[src/core/pds_regs.vh]
`ifndef PDS_REGS_VH
`define PDS_REGS_VH
// register byte offsets
`define PDS_OFF_PMCSR 12'h000
`define PDS_OFF_CTRL 12'h004
`define PDS_OFF_STATUS 12'h008
// power_state_field position and codes
`define PDS_PSF_LSB 0
`define PDS_PSF_MSB 1
`define PDS_PSF_D0 2'h0
`define PDS_PSF_D3 2'h3
// wake_signal_enable position in pm_control_status_reg
`define PDS_WSE_BIT 8
// control register fields
`define PDS_CTRL_CFG_BIT 0
`define PDS_CTRL_WAKE_BIT 1
// state codes
`define PDS_ST_OFF 3'h0
`define PDS_ST_D0U 3'h1
`define PDS_ST_D0A 3'h2
`define PDS_ST_D3H 3'h3
`define PDS_ST_D3C 3'h4
// reset values
`define PDS_PMCSR_RST 32'h00000000
// d3 exit reset length in cycles
`define PDS_D3_EXIT_RESET_CYC 4'h8
`endif

[src/core/pds_sync2.v]
`timescale 1ns/1ps
`default_nettype none
module pds_sync2 (
  input wire clk,
  input wire nrst,
  input wire d,
  output reg q
);
  reg meta_r;
  always @(posedge clk)
  begin
    if (!nrst)
    begin
      meta_r <= 1'b0;
      q <= 1'b0;
    end
    else
    begin
      meta_r <= d;
      q <= meta_r;
    end
  end
endmodule // pds_sync2
`default_nettype wire

[src/core/pds_power_ctrl.v]
// Design decisions made here: the APB register port and the address map.
`timescale 1ns/1ps
`default_nettype none
`include "pds_regs.vh"
module pds_power_ctrl (
  input wire REF_CLK,
  input wire NRST,
  input wire PSEL,
  input wire PENABLE,
  input wire PWRITE,
  input wire [11:0] PADDR,
  input wire [31:0] PWDATA,
  output reg [31:0] PRDATA,
  output reg PREADY,
  output reg PSLVERR,
  input wire PCI_RESET_IN_N,
  input wire MAIN_POWER_GOOD,
  input wire AUX_POWER_DETECT,
  input wire WAKE_EVENT_IN,
  output reg PLL_CLK_EN,
  output reg ETH_ENABLE,
  output reg PCI_MEM_IO_EN,
  output reg PCI_CFG_EN,
  output reg PCI_RESET_SCOPE,
  output reg D3_EXIT_RESET,
  output reg PHY_RESET,
  output reg PHY_POWER_DOWN,
  output reg WAKE_EVENT_OUT_N,
  output reg PCI_IRQ_OUT_N
);
  //////////////////////////////////////////////////////////////////////
  wire prst_n_s;
  wire pgood_s;
  wire aux_s;
  wire wake_s;
  pds_sync2 u_s0 (.clk(REF_CLK), .nrst(NRST), .d(PCI_RESET_IN_N), .q(prst_n_s));
  pds_sync2 u_s1 (.clk(REF_CLK), .nrst(NRST), .d(MAIN_POWER_GOOD), .q(pgood_s));
  pds_sync2 u_s2 (.clk(REF_CLK), .nrst(NRST), .d(AUX_POWER_DETECT), .q(aux_s));
  pds_sync2 u_s3 (.clk(REF_CLK), .nrst(NRST), .d(WAKE_EVENT_IN), .q(wake_s));
  reg prst_d_r;
  reg pgood_d_r;
  reg aux_d_r;
  wire prst_fall = prst_d_r & ~prst_n_s;
  wire prst_rise = ~prst_d_r & prst_n_s;
  wire pgood_fall = pgood_d_r & ~pgood_s;
  wire aux_rise = ~aux_d_r & aux_s;
  //////////////////////////////////////////////////////////////////////
  // encoded state register
  reg [2:0] state_r;
  reg [2:0] state_nxt;
  reg [1:0] psf_r;
  reg wse_r;
  reg cfg_done_r;
  reg wake_irq_sel_r;
  reg phy_gpd_r;
  reg phy_was_reset_r;
  reg [3:0] d3_exit_reset_cnt_r;
  wire setup = PSEL & ~PENABLE;
  wire wr_pm = setup & PWRITE & (PADDR == `PDS_OFF_PMCSR);
  wire wr_ctrl = setup & PWRITE & (PADDR == `PDS_OFF_CTRL);
  wire [1:0] wr_psf = PWDATA[`PDS_PSF_MSB:`PDS_PSF_LSB];
  wire go_d3 = wr_pm & (wr_psf == `PDS_PSF_D3) & (psf_r == `PDS_PSF_D0);
  wire go_d0 = wr_pm & (wr_psf == `PDS_PSF_D0) & (psf_r == `PDS_PSF_D3);
  // d3cold and off ignore every access but a ctrl configure write in the cycle that leaves for d0
  wire bus_dead = (state_r == `PDS_ST_D3C) | (state_r == `PDS_ST_OFF);
  always @*
  begin
    state_nxt = state_r;
    case (state_r)
      `PDS_ST_OFF:
      begin
        if (aux_rise & ~pgood_s)
          state_nxt = `PDS_ST_D3C;
        else if (pgood_s)
          state_nxt = `PDS_ST_D0U;
      end
      `PDS_ST_D0U:
      begin
        if (pgood_fall & ~aux_s)
          state_nxt = `PDS_ST_OFF;
        else if (pgood_fall)
          state_nxt = `PDS_ST_D3C;
        else if (!prst_n_s)
          state_nxt = `PDS_ST_D0U;
        else if (go_d3 & pgood_s)
          state_nxt = `PDS_ST_D3H;
        else if (cfg_done_r)
          state_nxt = `PDS_ST_D0A;
      end
      `PDS_ST_D0A:
      begin
        if (pgood_fall & ~aux_s)
          state_nxt = `PDS_ST_OFF;
        else if (pgood_fall)
          state_nxt = `PDS_ST_D3C;
        else if (prst_fall | ~prst_n_s)
          state_nxt = `PDS_ST_D0U;
        else if (go_d3)
          state_nxt = `PDS_ST_D3H;
      end
      `PDS_ST_D3H:
      begin
        if (pgood_fall & ~aux_s)
          state_nxt = `PDS_ST_OFF;
        else if (pgood_fall)
          state_nxt = `PDS_ST_D3C;
        else if (prst_rise)
          state_nxt = `PDS_ST_D0U;
        else if (go_d0 & prst_n_s)
          state_nxt = `PDS_ST_D0U;
      end
      `PDS_ST_D3C:
      begin
        if (~aux_s)
          state_nxt = `PDS_ST_OFF;
        else if (pgood_s)
          state_nxt = `PDS_ST_D0U;
      end
      default:
        state_nxt = `PDS_ST_OFF;
    endcase
  end
  //////////////////////////////////////////////////////////////////////
  wire enter_d3h = (state_nxt == `PDS_ST_D3H) & (state_r != `PDS_ST_D3H);
  wire enter_d3c = (state_nxt == `PDS_ST_D3C) & (state_r != `PDS_ST_D3C);
  wire exit_d3h_sw = (state_r == `PDS_ST_D3H) & (state_nxt == `PDS_ST_D0U) & ~prst_rise;
  wire exit_d3h = (state_r == `PDS_ST_D3H) & (state_nxt == `PDS_ST_D0U);
  wire to_off = (state_nxt == `PDS_ST_OFF);
  wire enter_off = to_off & (state_r != `PDS_ST_OFF);
  always @(posedge REF_CLK)
  begin
    if (!NRST)
    begin
      prst_d_r <= 1'b0;
      pgood_d_r <= 1'b0;
      aux_d_r <= 1'b0;
      state_r <= `PDS_ST_OFF;
      psf_r <= `PDS_PSF_D0;
      wse_r <= 1'b0;
      cfg_done_r <= 1'b0;
      wake_irq_sel_r <= 1'b0;
      phy_gpd_r <= 1'b0;
      phy_was_reset_r <= 1'b0;
      d3_exit_reset_cnt_r <= 4'h0;
    end
    else
    begin
      prst_d_r <= prst_n_s;
      pgood_d_r <= pgood_s;
      aux_d_r <= aux_s;
      state_r <= state_nxt;
      if (to_off)
      begin
        psf_r <= `PDS_PSF_D0;
        wse_r <= 1'b0;
        cfg_done_r <= 1'b0;
        wake_irq_sel_r <= 1'b0;
        phy_gpd_r <= 1'b0;
        phy_was_reset_r <= 1'b0;
      end
      // entry to d3cold from any state; coming from off also clears wse (por behaviour)
      else if (enter_d3c)
      begin
        if (state_r == `PDS_ST_OFF)
          wse_r <= 1'b0;
        psf_r <= `PDS_PSF_D3;
        cfg_done_r <= 1'b0;
        phy_gpd_r <= 1'b1;
        phy_was_reset_r <= 1'b1;
      end
      else
      begin
        if (wr_pm & ~bus_dead)
        begin
          psf_r <= wr_psf;
          wse_r <= PWDATA[`PDS_WSE_BIT];
        end
        if (wr_ctrl & ~bus_dead)
          wake_irq_sel_r <= PWDATA[`PDS_CTRL_WAKE_BIT];
        // configure marks only in D0 states
        if (state_nxt != `PDS_ST_D0U && state_nxt != `PDS_ST_D0A)
          cfg_done_r <= 1'b0;
        else if (wr_ctrl & PWDATA[`PDS_CTRL_CFG_BIT] & prst_n_s)
          cfg_done_r <= 1'b1;
        else if (!prst_n_s)
          cfg_done_r <= 1'b0;
        if (enter_d3h)
        begin
          phy_gpd_r <= ~wse_r;
          phy_was_reset_r <= ~wse_r;
        end
        else if (exit_d3h)
          phy_gpd_r <= 1'b0;
        else if (state_r == `PDS_ST_D3C && state_nxt == `PDS_ST_D0U)
          phy_gpd_r <= 1'b0;
        // every way back from d3hot or d3cold into uninit d0 reads 00b
        if (state_nxt == `PDS_ST_D0U && (state_r == `PDS_ST_D3C || state_r == `PDS_ST_D3H))
          psf_r <= `PDS_PSF_D0;
      end
      if (exit_d3h_sw)
        d3_exit_reset_cnt_r <= `PDS_D3_EXIT_RESET_CYC;
      else if (d3_exit_reset_cnt_r != 4'h0)
        d3_exit_reset_cnt_r <= d3_exit_reset_cnt_r - 4'h1;
    end
  end
  //////////////////////////////////////////////////////////////////////
  // apb slave, zero wait states
  wire sel_ok = (PADDR == `PDS_OFF_PMCSR) | (PADDR == `PDS_OFF_CTRL) |
    (PADDR == `PDS_OFF_STATUS);
  reg [31:0] rd_nxt;
  always @*
  begin
    rd_nxt = 32'h00000000;
    case (PADDR)
      `PDS_OFF_PMCSR:
      begin
        rd_nxt[`PDS_PSF_MSB:`PDS_PSF_LSB] = psf_r;
        rd_nxt[`PDS_WSE_BIT] = wse_r;
      end
      `PDS_OFF_CTRL:
      begin
        rd_nxt[`PDS_CTRL_CFG_BIT] = cfg_done_r;
        rd_nxt[`PDS_CTRL_WAKE_BIT] = wake_irq_sel_r;
      end
      `PDS_OFF_STATUS:
        rd_nxt = {24'h000000, phy_gpd_r, phy_was_reset_r, 3'h0, state_r};
      default:
        rd_nxt = 32'h00000000;
    endcase
  end
  always @(posedge REF_CLK)
  begin
    if (!NRST)
    begin
      PRDATA <= 32'h00000000;
      PREADY <= 1'b0;
      PSLVERR <= 1'b0;
    end
    else
    begin
      PREADY <= setup;
      PSLVERR <= setup & (~sel_ok | bus_dead);
      if (setup & ~PWRITE)
        PRDATA <= bus_dead ? 32'h00000000 : rd_nxt;
    end
  end
  //////////////////////////////////////////////////////////////////////
  // enables registered from next state so they track state_r; wake outputs decode state_r
  wire d0_nxt = (state_nxt == `PDS_ST_D0U) | (state_nxt == `PDS_ST_D0A);
  always @(posedge REF_CLK)
  begin
    if (!NRST)
    begin
      PLL_CLK_EN <= 1'b0;
      ETH_ENABLE <= 1'b0;
      PCI_MEM_IO_EN <= 1'b0;
      PCI_CFG_EN <= 1'b0;
      PCI_RESET_SCOPE <= 1'b1;
      D3_EXIT_RESET <= 1'b0;
      PHY_RESET <= 1'b1;
      PHY_POWER_DOWN <= 1'b0;
      WAKE_EVENT_OUT_N <= 1'b1;
      PCI_IRQ_OUT_N <= 1'b1;
    end
    else
    begin
      PLL_CLK_EN <= d0_nxt;
      ETH_ENABLE <= (state_nxt == `PDS_ST_D0A);
      PCI_MEM_IO_EN <= d0_nxt;
      PCI_CFG_EN <= d0_nxt | (state_nxt == `PDS_ST_D3H);
      // reset scope follows pin in d0
      PCI_RESET_SCOPE <= (d0_nxt & ~prst_n_s) | to_off;
      D3_EXIT_RESET <= exit_d3h_sw | (d3_exit_reset_cnt_r > 4'h1);
      // phy reset pulses on entry to off and on entries that power it down
      PHY_RESET <= enter_off | (enter_d3h & ~wse_r) | enter_d3c;
      PHY_POWER_DOWN <= enter_d3c | (enter_d3h ? ~wse_r : phy_gpd_r & ~exit_d3h);
      // active d0 wake to irq or wake pin
      WAKE_EVENT_OUT_N <= ~(wake_s & wse_r &
        ((state_r == `PDS_ST_D0A & ~wake_irq_sel_r) |
        (state_r == `PDS_ST_D3H) | (state_r == `PDS_ST_D3C)));
      PCI_IRQ_OUT_N <= ~(wake_s & wse_r & wake_irq_sel_r & (state_r == `PDS_ST_D0A));
    end
  end
endmodule // pds_power_ctrl
`default_nettype wire

[config.mk]
export PLATFORM = sky130hd
export DESIGN_NAME = pds_power_ctrl
export DESIGN_NICKNAME = d
export VERILOG_FILES = /design/src/core/pds_sync2.v /design/src/core/pds_power_ctrl.v
export VERILOG_INCLUDE_DIRS = /design/src /design/src/core
export SDC_FILE = /design/constraint.sdc
export NUM_CORES = 1
export LEC_CHECK = 0
export ABC_CLOCK_PERIOD_IN_PS = 3100
export CORE_MARGIN = 8
export CORE_UTILIZATION = 52
export CTS_CLUSTER_DIAMETER = 80
export DETAILED_ROUTE_END_ITERATION = 12
export DONT_BUFFER_PORTS = 1
export PLACE_DENSITY_LB_ADDON = 0.3
export SYNTH_ARGS = -nofsm -noshare
export SYNTH_HDL_FRONTEND = slang
export SYNTH_SLANG_ARGS = --single-unit
[constraint.sdc]
create_clock -name REF_CLK -period 3.1 [get_ports REF_CLK]
set_input_delay 0 -clock REF_CLK [delete_from_list [all_inputs] [get_ports REF_CLK]]
set_output_delay 0 -clock REF_CLK [all_outputs]
set_load 0.005 [all_outputs]
==> reports/metrics.cfg <==
[synthesis]
ys_ff_latch=42
synthFlopType=dfxtp_1
synth_top_area_cell=dfxtp_1
syn_area_sq_um=2083
synth_cell_type_count=50
yosysTopAreaCellShare_pct=40.36
synth_edf_count=0
synth_area_leaders=dfxtp_1 (40%), buf_4 (9.7%), and2_1 (3.6%)
ys_warn_count=0
synthArstFlopShare_pct=0
synth_cells=234
synth_common_cells=dfxtp_1 (42), buf_4 (27), nor2_1 (20)
avgSynthCellArea_sq_um=8.903
synth_most_common_cell=dfxtp_1
synth-seq-area-share_pct=40.36

[finish]
drive_gt1_share_pct=8.502
nNetsFinal=302
seqCellArea_sq_um=840.8
area.growth.synth_to_final_pct=7.508
multi_input_area_sq_um=1084
antenna_cells=0
final_util_pct=57.23
n_fill_cell=370

[floorplanning]
rows=23
boundaryPins=97
initial_core_util_pct=53.23
fp.coreArea_sq_um=3914
dieArea_sq_um=6288
dieWidth_um=79.30
die_h_um=79.30

[clocking]
cts_root_buf=clkbuf_8
cts_resized=0
tritoncts=done
clock-sinks=42
htree_levels=2
worstSkewPairLatency_ns=0.30
numCtsBuffers=5
path_clk_slew_ns=0.08
cts_hold_buf=13
post_cts_buffers=0
cts_buffer_depth=2

[placed_design]
io_buffers=0
place_congestion=0.8855
dp_slack_ns=0.9383
dp.final_hpwl_mm=3.370

[pwr]
clkPwrFrac_pct=31.1
power_density_nw_per_um2=534.4
combPwrFrac_pct=17.5
leakagePower_uw=0.0008641
irDropWorstVdd_mv=0.3528
power_frac_seq_pct=51.4
p_sw_share_pct=29.45
p_switching_uw=352.5
p_int_uw=844.4

[global_routing]
grt_pass1_wl_mm=7.051
grt_pass1_vias=1446
gr-total-overflow=0
antenna_found_initial=0
grt_max_degree=17
grt_use_total_pct=14.10

[timing]
finClkSkew_ns=0.007827
max_freq_mhz=439.2
tightest_slew_ns=0.7342
rsz0062_at_grt=false
min_period_over_period_pct=73.45
slew_violations=0
tns_ns=0
setup_viol=0
worst_slack_ns=0.8230
hold_viol=0
period_minus_slack_ns=2.277
slew_headroom_pct=50.37

[worst_setup_path]
worst_setup_path_start_kind=input port
required_ns=3.27
critical_path_arrival_ns=2.45
reg2reg_slack_ns=0.91
crit_fanout=5
worstSetupPathType=in2reg
critPathCaptureType=flip-flop

[drt]
ant_nets=0
wl_per_cell_um=15.51
routed_wl_mm=4.605
viasPerCell=5.293
initialDrtViolationCount=109
dr.pass1.iters=4
drc=0
vias=1572

[job]
cap_violations=0

[hold_path]
min_path_type=in2reg

[outcome]
run_status=complete, no violations

==> metrics by stage <==
step	cell area, sq um	hold WS (ns)	total power, uW	instances
finish	2240	0.01567	1197	297
global route	2240	0.01720	1267	297
global placement	2017	0.1255	818.8	276
detailed placement	2017	0.1275	821.7	276
floorplan	2177	0.1273	814.0	259
CTS	2240	0.007317	1201	297
==> logic make-up after synthesis <==
family,after synthesis,synth area share [%]
buffers and inverters,40,12.13
muxes,6,2.943
other,1,0.1800
and+or+nand+nor,94,27.33
AOI/OAI and AO/OA,47,14.83
DFF,42,40.36
adders and majority gates,3,1.802
xor gates and xnor gates,1,0.4205
==> path summary, 6_finish.rpt <==
| path | cells past startpoint | endpoint | startpoint |
|---|---|---|---|
| setup / recovery | 7 | phy_gpd_r | PADDR[3] |
| hold / removal | 3 | PRDATA[0] | PADDR[3] |
| setup reg to reg | 6 | cfg_done_r | u_s0.q |
| hold reg to reg | 1 | u_s2.q | u_s2.meta_r |
==> cells in the final DEF, fill, tap and decap left out, types with 2 or more instances in the layout <==
master,synthesis,routed
ha_1,3,3
nand4_1,2,2
mux2i_1,5,5
or2_2,2,2
o21ai_0,9,9
a211oi_1,2,2
dlygate4sd3_1,0,13
nor2_1,20,20
a22oi_1,6,6
nor3_1,5,5
nand2b_1,4,4
or3_1,2,2
clkbuf_8,0,5
nor3b_1,2,2
a31oi_1,2,2
a32oi_1,2,2
a21o_1,3,3
nand3_1,7,7
and2_1,12,12
dfxtp_1,42,42
nor4_4,3,3
and3b_1,2,2
inv_1,6,6
o31ai_1,2,2
a21oi_1,12,12
nor2b_1,7,7
clkinvlp_4,0,2
nand3b_1,2,2
nand2_1,15,15
conb_1,1,26
==> power by group through the flow <==
stage                     logic, uW  registers [uW]  clock network [uW]
after global routing            241             623                 403
after detailed placement        193             629                   0
final                           210             615                 372
after CTS                       209             616                 375
after floorplan                 196             618                   0
after global placement          191             628                   0
==> area by class of cell <==
class                           instances  area share, %
Timing Repair Buffer                   14          6.145
Multi-Input combinational cell        177          48.38
Clock inverter                          3          1.061
Sequential cell                        42          37.54
Clock buffer                            5          3.073
Inverter                                6          1.006
Tap cell                               50          2.793
==> metal layers <==
layer	GRT usage (%)	routed length [um]	up-vias
li1	-	-	793
met1	16.68	1922	706
met2	22.19	2137	67
met3	6.321	502	6
met4	4.630	43	0
met5	0	0	-
==> worst max-delay path, cell delays in order <==
cell           delay (ns)
dlygate4sd3_1        0.61
nor4_4               0.27
nand4_2              0.21
o31ai_1              0.56
nand3_1              0.25
o21ai_1              0.46
a31oi_1              0.08
==> registers in the layout (all words and copies together), names as in the netlist, 2 cells and up <==
name,count
d3_exit_reset_cnt_r,4
PRDATA,6
state_r,3
psf_r,2
(Power assumes the default switching activity.)
